File: src/verilog/csb_pkg.sv
package csb_pkg;
    // Configuration register indices
    localparam logic [7:0]  IDX_MOD_CFG      = 8'h3a;
    localparam logic [7:0]  IDX_L1_CFG       = 8'h27;
    localparam logic [7:0]  IDX_MOD_STAT     = 8'h3c;
    localparam int          BIT_MOD_ENABLE   = 1;
    localparam int          BIT_L1_WT        = 2;
    localparam int          BIT_MOD_PRESENT  = 7;
    localparam logic [7:0]  CFG_RESET        = 8'h00;
    // I/O port that clears the error-ignore latch
    localparam logic [15:0] PORT_FP_CLEAR    = 16'h00f0;
    // Flush pulse length in sys_clk cycles
    localparam logic [3:0]  FLUSH_CYCLES     = 4'h4;
    // Controller register offsets on APB
    localparam logic [7:0]  OFF_CTRL         = 8'h00;
    localparam logic [7:0]  OFF_STAT         = 8'h04;
    localparam logic [7:0]  OFF_IOPORT       = 8'h08;
    // Control register field positions
    localparam int          CTRL_SMM_FLUSH   = 0;
    localparam int          CTRL_SMM_ENTER   = 1;
    localparam int          CTRL_GREEN_WAKE  = 2;
    localparam int          CTRL_ROM_WRITE   = 3;
    localparam int          CTRL_IO_WRITE    = 4;
    localparam int          CTRL_CACHEABLE   = 5;
    localparam int          CTRL_CYCLE       = 6;
    localparam logic [31:0] CTRL_RESET       = 32'h0000_0000;
endpackage
File: src/verilog/csb_if.sv
interface csb_if;
    logic       coproc_error_in_n;
    logic       ignore_fp_error_out_n;
    logic       cacheable_cycle_out_n;
    logic       sys_mgmt_interrupt_out_n;
    logic       module_cycle_begin_in_n;
    logic       module_dirty_hit_in_n;
    logic       module_present_in_n;
    logic       module_mode_strap_n;
    logic       io_write;
    logic [15:0] io_port;
    logic       smm_enter;
    logic       green_wake;
    logic       rom_write;
    logic       cpu_cycle;
    logic       cycle_cacheable;

    modport dev (
        input  coproc_error_in_n, module_cycle_begin_in_n,
        input  module_dirty_hit_in_n, module_present_in_n,
        input  module_mode_strap_n, io_write, io_port, smm_enter,
        input  green_wake, rom_write, cpu_cycle, cycle_cacheable,
        output ignore_fp_error_out_n, cacheable_cycle_out_n,
        output sys_mgmt_interrupt_out_n
    );
    modport cpu (
        output coproc_error_in_n, module_cycle_begin_in_n,
        output module_dirty_hit_in_n, module_present_in_n,
        output module_mode_strap_n, io_write, io_port, smm_enter,
        output green_wake, rom_write, cpu_cycle, cycle_cacheable,
        input  ignore_fp_error_out_n, cacheable_cycle_out_n,
        input  sys_mgmt_interrupt_out_n
    );
endinterface

File: src/verilog/csb_dev.sv
// Function
// - CPU drives error input on FP error
// - Ignore-error output latches active on error
// - Port F0h write or reset clears it
// - Cacheable output only for cacheable cycles
// - First SMM style: pin is interrupt only
// - Flush before SMM and green wake
// - Flush on writes to protected ROM
// - Module cycle-begin is input only
// - Module dirty-hit is input only
// - Present captured at reset, index 3Ch bit 7
// - Software sets 3Ah[1], keeps 27h[2] low
// - Module pins inputs only when strap low
//
// The address map and the APB register port were decided locally.
module csb_dev (
    input  wire logic       sys_clk,
    input  wire logic       rst_b,
    input  wire logic       smm_flush_mode,
    input  wire logic       cfg_wr,
    input  wire logic [7:0] cfg_idx,
    input  wire logic [7:0] cfg_wdata,
    output logic      [7:0] cfg_rdata,
    output logic            module_cycle_begin,
    output logic            module_dirty_hit,
    output logic            module_active,
    csb_if.dev              pins
);
    import csb_pkg::*;

    typedef struct packed {
        logic       ign;
        logic       cache_ok;
        logic       pin_act;
        logic [3:0] fl_cnt;
        logic       strap_done;
        logic       mod_sel;
        logic       present;
        logic [7:0] mod_cfg;
        logic [7:0] l1_cfg;
        logic [7:0] rdata;
        logic       mcb;
        logic       mdh;
        logic       mact;
    } csb_dev_s;

    csb_dev_s st_ff;
    csb_dev_s nxt_st;

    always_comb begin
        nxt_st = st_ff;
        if (!st_ff.strap_done) begin
            nxt_st.strap_done = 1'b1;
            nxt_st.mod_sel    = ~pins.module_mode_strap_n;
            nxt_st.present    = ~pins.module_present_in_n &
                                ~pins.module_mode_strap_n;
        end
        if (!pins.coproc_error_in_n) begin
            nxt_st.ign = 1'b1;
        end else if (pins.io_write && pins.io_port == PORT_FP_CLEAR) begin
            nxt_st.ign = 1'b0;
        end
        nxt_st.cache_ok = pins.cpu_cycle & pins.cycle_cacheable;
        if (st_ff.fl_cnt != 4'h0) begin
            nxt_st.fl_cnt = st_ff.fl_cnt - 4'h1;
        end
        if (smm_flush_mode) begin
            // flush on SMM entry, green wake and ROM write
            if (pins.smm_enter || pins.green_wake || pins.rom_write) begin
                nxt_st.fl_cnt = FLUSH_CYCLES;
            end
            nxt_st.pin_act = (nxt_st.fl_cnt != 4'h0);
        end else begin
            nxt_st.fl_cnt = 4'h0;
            nxt_st.pin_act = pins.smm_enter;
        end
        if (cfg_wr && cfg_idx == IDX_MOD_CFG) begin
            nxt_st.mod_cfg = cfg_wdata;
        end
        if (cfg_wr && cfg_idx == IDX_L1_CFG) begin
            nxt_st.l1_cfg = cfg_wdata;
        end
        unique case (cfg_idx)
            IDX_MOD_CFG: nxt_st.rdata = st_ff.mod_cfg;
            IDX_L1_CFG:  nxt_st.rdata = st_ff.l1_cfg;
            IDX_MOD_STAT: begin
                nxt_st.rdata = 8'h00;
                nxt_st.rdata[BIT_MOD_PRESENT] = st_ff.present;
            end
            default:     nxt_st.rdata = 8'h00;
        endcase
        // active only when enabled and L1 write-back
        nxt_st.mact = st_ff.mod_sel & st_ff.mod_cfg[BIT_MOD_ENABLE] &
                      ~st_ff.l1_cfg[BIT_L1_WT];
        nxt_st.mcb = st_ff.mod_sel & ~pins.module_cycle_begin_in_n;
        nxt_st.mdh = st_ff.mod_sel & ~pins.module_dirty_hit_in_n;
    end

    always_ff @(posedge sys_clk or negedge rst_b) begin
        if (!rst_b) begin
            st_ff         <= '0;
            st_ff.mod_cfg <= CFG_RESET;
            st_ff.l1_cfg  <= CFG_RESET;
        end else begin
            st_ff <= nxt_st;
        end
    end

    assign pins.ignore_fp_error_out_n    = ~st_ff.ign;
    assign pins.cacheable_cycle_out_n    = ~st_ff.cache_ok;
    assign pins.sys_mgmt_interrupt_out_n = ~st_ff.pin_act;
    assign cfg_rdata          = st_ff.rdata;
    assign module_cycle_begin = st_ff.mcb;
    assign module_dirty_hit   = st_ff.mdh;
    assign module_active      = st_ff.mact;
endmodule // csb_dev

File: src/flat_wrapper.sv
// flat-port wrapper written by rule: the top's interface ports become plain ports
module csb_dev_flat import csb_pkg::*;
  (sys_clk, rst_b, smm_flush_mode, cfg_wr, cfg_idx, cfg_wdata, cfg_rdata, module_cycle_begin, module_dirty_hit, module_active, pins_coproc_error_in_n, pins_module_cycle_begin_in_n, pins_module_dirty_hit_in_n, pins_module_present_in_n, pins_module_mode_strap_n, pins_io_write, pins_io_port, pins_smm_enter, pins_green_wake, pins_rom_write, pins_cpu_cycle, pins_cycle_cacheable, pins_ignore_fp_error_out_n, pins_cacheable_cycle_out_n, pins_sys_mgmt_interrupt_out_n);
  csb_if pins_i ();
  input  wire logic sys_clk;
  input  wire logic rst_b;
  input  wire logic smm_flush_mode;
  input  wire logic cfg_wr;
  input  wire logic [7:0] cfg_idx;
  input  wire logic [7:0] cfg_wdata;
  output logic      [7:0] cfg_rdata;
  output logic module_cycle_begin;
  output logic module_dirty_hit;
  output logic module_active;
  input wire logic [$bits(pins_i.coproc_error_in_n)-1:0] pins_coproc_error_in_n;
  input wire logic [$bits(pins_i.module_cycle_begin_in_n)-1:0] pins_module_cycle_begin_in_n;
  input wire logic [$bits(pins_i.module_dirty_hit_in_n)-1:0] pins_module_dirty_hit_in_n;
  input wire logic [$bits(pins_i.module_present_in_n)-1:0] pins_module_present_in_n;
  input wire logic [$bits(pins_i.module_mode_strap_n)-1:0] pins_module_mode_strap_n;
  input wire logic [$bits(pins_i.io_write)-1:0] pins_io_write;
  input wire logic [$bits(pins_i.io_port)-1:0] pins_io_port;
  input wire logic [$bits(pins_i.smm_enter)-1:0] pins_smm_enter;
  input wire logic [$bits(pins_i.green_wake)-1:0] pins_green_wake;
  input wire logic [$bits(pins_i.rom_write)-1:0] pins_rom_write;
  input wire logic [$bits(pins_i.cpu_cycle)-1:0] pins_cpu_cycle;
  input wire logic [$bits(pins_i.cycle_cacheable)-1:0] pins_cycle_cacheable;
  output wire logic [$bits(pins_i.ignore_fp_error_out_n)-1:0] pins_ignore_fp_error_out_n;
  output wire logic [$bits(pins_i.cacheable_cycle_out_n)-1:0] pins_cacheable_cycle_out_n;
  output wire logic [$bits(pins_i.sys_mgmt_interrupt_out_n)-1:0] pins_sys_mgmt_interrupt_out_n;
  assign pins_i.coproc_error_in_n = pins_coproc_error_in_n;
  assign pins_i.module_cycle_begin_in_n = pins_module_cycle_begin_in_n;
  assign pins_i.module_dirty_hit_in_n = pins_module_dirty_hit_in_n;
  assign pins_i.module_present_in_n = pins_module_present_in_n;
  assign pins_i.module_mode_strap_n = pins_module_mode_strap_n;
  assign pins_i.io_write = pins_io_write;
  assign pins_i.io_port = pins_io_port;
  assign pins_i.smm_enter = pins_smm_enter;
  assign pins_i.green_wake = pins_green_wake;
  assign pins_i.rom_write = pins_rom_write;
  assign pins_i.cpu_cycle = pins_cpu_cycle;
  assign pins_i.cycle_cacheable = pins_cycle_cacheable;
  assign pins_ignore_fp_error_out_n = pins_i.ignore_fp_error_out_n;
  assign pins_cacheable_cycle_out_n = pins_i.cacheable_cycle_out_n;
  assign pins_sys_mgmt_interrupt_out_n = pins_i.sys_mgmt_interrupt_out_n;
  csb_dev u_core (.sys_clk(sys_clk), .rst_b(rst_b), .smm_flush_mode(smm_flush_mode), .cfg_wr(cfg_wr), .cfg_idx(cfg_idx), .cfg_wdata(cfg_wdata), .cfg_rdata(cfg_rdata), .module_cycle_begin(module_cycle_begin), .module_dirty_hit(module_dirty_hit), .module_active(module_active), .pins(pins_i));
endmodule
File: config.mk
export PLATFORM = sky130hd
export DESIGN_NAME = csb_dev_flat
export DESIGN_NICKNAME = d
export VERILOG_FILES = /design/src/verilog/csb_pkg.sv /design/src/verilog/csb_if.sv /design/src/verilog/csb_dev.sv /design/src/flat_wrapper.sv
export SDC_FILE = /design/constraint.sdc
export NUM_CORES = 1
export LEC_CHECK = 0
export ABC_AREA = 1
export BUFFER_PORTS_ARGS = -buffer_cell sky130_fd_sc_hd__clkbuf_2
export CORE_MARGIN = 2
export CORE_UTILIZATION = 49
export DETAILED_ROUTE_END_ITERATION = 10
export PLACE_DENSITY = 0.79
export SKIP_LAST_GASP = 1
export SYNTH_ARGS = -nofsm -noshare
export SYNTH_HDL_FRONTEND = slang
export SYNTH_SLANG_ARGS = --single-unit
File: constraint.sdc
create_clock -name sys_clk -period 1.6 [get_ports sys_clk]
set_clock_uncertainty 0.15 [all_clocks]
set_input_delay 0.16 -clock sys_clk [delete_from_list [all_inputs] [get_ports sys_clk]]
set_output_delay 0.16 -clock sys_clk [all_outputs]
set_load 0.005 [all_outputs]
==> run_results.csv <==
group,metric,value,unit
setup_path,arrival,1.58,ns
detailed_routing,post_drt_wl_per_cell,10.79,µm
detailed_routing,wl_met1,1426,µm
cts,cts_root_buf,"clkbuf_4",
global_routing,grt_first_pass_wirelength,6065,µm
detailed_routing,drt-total-wl,3527,µm
floorplanning,dieArea,0.004037,mm²
setup_path,r2r_end,"u_core.st_ff[34]",
floorplanning,die_x,63.54,µm
global_routing,track_usage,19.46,%
cells_and_area,drive_above_1_share,33.45,%
power,power,1.782,mW
setup_path,cp_slowest_cell,"dfrtp_1",
setup_path,max_stage_delay,0.39,ns
floorplanning,coreArea,0.003363,mm²
global_routing,grt_max_degree,21,
cts,cts_buffer_depth,2,
status,status,"completed",
global_routing,globalRoute.totalOverflow,0,
setup_path,path_cells,"inv_2 > ha_4 > nand2_1 > nor2_1 > nand2_1 > nand3_1 > nand2_1 > nor2_1 > nor2_1",
setup_path,rr_worst_depth,9,
setup_path,r2r_start,"u_core.st_ff[30]",
floorplanning,num_rows,21,
timing,max_freq,674.7,MHz
synth,synth_cell_type_count,23,
placement,gp_congestion,0.8084,
setup_path,critPathKind,"reg2reg",
setup_path,cp.required,1.70,ns
detailed_routing,initialDrtViolationCount,120,
detailed_routing,via_per_inst,4.676,
power,p_per_area,757.6,mW/mm²
synth,yosysWarnings,0,
cells_and_area,antenna_cells,0,
floorplanning,start_util,51.64,%
timing,fin_crit_sh,92.63,%
detailed_routing,ant_nets,0,
detailed_routing,drc,0,
setup_path,cp-endpoint,"u_core.st_ff[34]",
setup_path,path_max_fanout,5,
detailed_routing,met3_length,172,µm
cells_and_area,design_area,0.002352,mm²
synth,netlist_instances,197,
cells_and_area,mostFrequentLayoutCell,"clkbuf_2",
synth,syn_nets,245,
timing,finalSetupViolCount,0,
setup_path,r2r_slack,0.12,ns
detailed_routing,first_pass_iters,5,
placement,portBuffers,60,
synth,yosysSeqAreaShare,53.31,%
timing,period_needed,1.482,ns
cts,cts_tree,"built",
power,static-leakage-power,1.288,nW
floorplanning,io_pins,61,
placement,place_hpwl,2528,µm
detailed_routing,vias,1529,
cells_and_area,syn_to_final_growth,35.45,%
timing,hold_violations,0,
cells_and_area,final_util,69.94,%
cts,htreeDepth,2,
cts,clkLatencyLatePin,0.34,ns
synth,synth.cell_area,0.001737,mm²
timing,finalSetupTns,0,ns
power,peakVddDrop,0.0005030,V
global_routing,first_global_vias,1514,
timing,slew_viol_final,0,
cts,cts_inserted_buffers,5,
setup_path,critPathCaptureType,"flip-flop",
setup_path,startpoint_type,"flip-flop",
cts,clock-sinks,37,
setup_path,crit_start,"u_core.st_ff[30]",
synth,syn_area_per_cell,8.816,µm²
timing,setup_slack,0.1179,ns
placement,dpl_cell_area,0.002054,mm²
cts,clk_pin_slew_worst_paths,0.10,ns
detailed_routing,wl_met2,1877,µm
detailed_routing,top_layer_used,"met4",
cells_and_area,mostFrequentLayoutCells,"clkbuf_2 (60), nand2_1 (37), dfrtp_1 (37)",
floorplanning,die_h,63.54,µm
hold_path,hold_class,"in2reg",
synth,synth_seq_cells,37,
cells_and_area,final_nets,328,
run,cap_violations,0,
global_routing,antenna_found_initial,0,
placement,pre_cts_ws,0.1199,ns
per-layer routing:
layer,GRT usage [%],up-vias
li1,-,777
met1,20.82,705
met2,36.18,40
met3,5.000,7
met4,7.609,0
met5,0,-
repair_timing:
action	CTS	global route
buffers inserted	0	2
endpoints found under the hold margin	65	0
resized for setup	0	4
endpoints found under the setup margin	0	3
hold buffers	20	0
cell families after synthesis:
logic type	synth area share, %
AND/OR/NAND/NOR	24.42
buffers and inverters	11.89
flip-flops	53.31
AO/OA/AOI/OAI	9.439
adder cells (fa/ha/maj)	0.7203
other	0.2159
critical path, delay by kind of cell (launching register included):
family / cells / cell delay (ns)
adders and majority gates: 1 / 0.16
and+or+nand+nor: 7 / 0.59
DFF: 1 / 0.39
buffers and inverters: 1 / 0.10
where the power goes:
| part | switching [mW] | total (mW) | internal [mW] |
|---|---|---|---|
| logic | 0.115 | 0.238 | 0.123 |
| clock network | 0.293 | 0.548 | 0.255 |
| registers | 0.0181 | 0.996 | 0.978 |
| total | 0.427 | 1.78 | 1.36 |
synthesized netlist by cell type:
cell type,instances,area share [%]
dfrtp_1,37,53
nand2_1,37,8.0
inv_1,33,7.1
nor2_1,21,4.5
o21ai_0,16,4.6
nand3_1,15,4.3
buf_4,8,3.5
o21ai_2,8,4.0
nand2_2,3,1.1
nor3_1,3,0.86
buf_6,2,1.3
nand3b_1,2,0.86
nand4_1,2,0.72
a31oi_1,1,0.36
conb_1,1,0.22
ha_1,1,0.72
nand3_4,1,1.0
nor2_4,1,0.65
nor3_2,1,0.58
nor3_4,1,0.94
o211ai_1,1,0.43
or2_2,1,0.36
or2_4,1,0.50
state kept, by name, summed over array words and instances (netlist names):
name	flops
u_core.module_cycle_begin	1
u_core.module_active	1
u_core.st_ff	26
u_core.module_dirty_hit	1
u_core.cfg_rdata	8
area by class of cell:
class | instances | area [µm²]
tap | 46 | 57.56
clock buffer | 7 | 65.06
clock inverter | 1 | 5.005
multi-input combinational | 117 | 616.8
fill | 280 | 1011
inverter | 33 | 123.9
timing repair buffer | 86 | 558.0
sequential | 37 | 925.9
stage by stage:
stage | hold slack (ns) | cells
CTS | 0.005370 | 325
global placement | -0.01373 | 297
floorplan | -0.2856 | 197
global route | 0.07003 | 327
detailed placement | -0.01653 | 297
finish | 0.02307 | 327
worst min-delay path by stage:
stage               slack [ns]                   to  cells after the start     startpoint
floorplan                -0.29  u_core.cfg_rdata[0]                      0          rst_b
global placement         -0.01     u_core.st_ff[17]                      1          rst_b
detailed placement       -0.02  u_core.cfg_rdata[6]                      1          rst_b
CTS                      0.005     u_core.st_ff[36]                      6  pins_io_write
global route              0.07     u_core.st_ff[36]                      6  pins_io_write
finish                    0.02     u_core.st_ff[36]                      6  pins_io_write
Power figures use the tool's default switching activity.
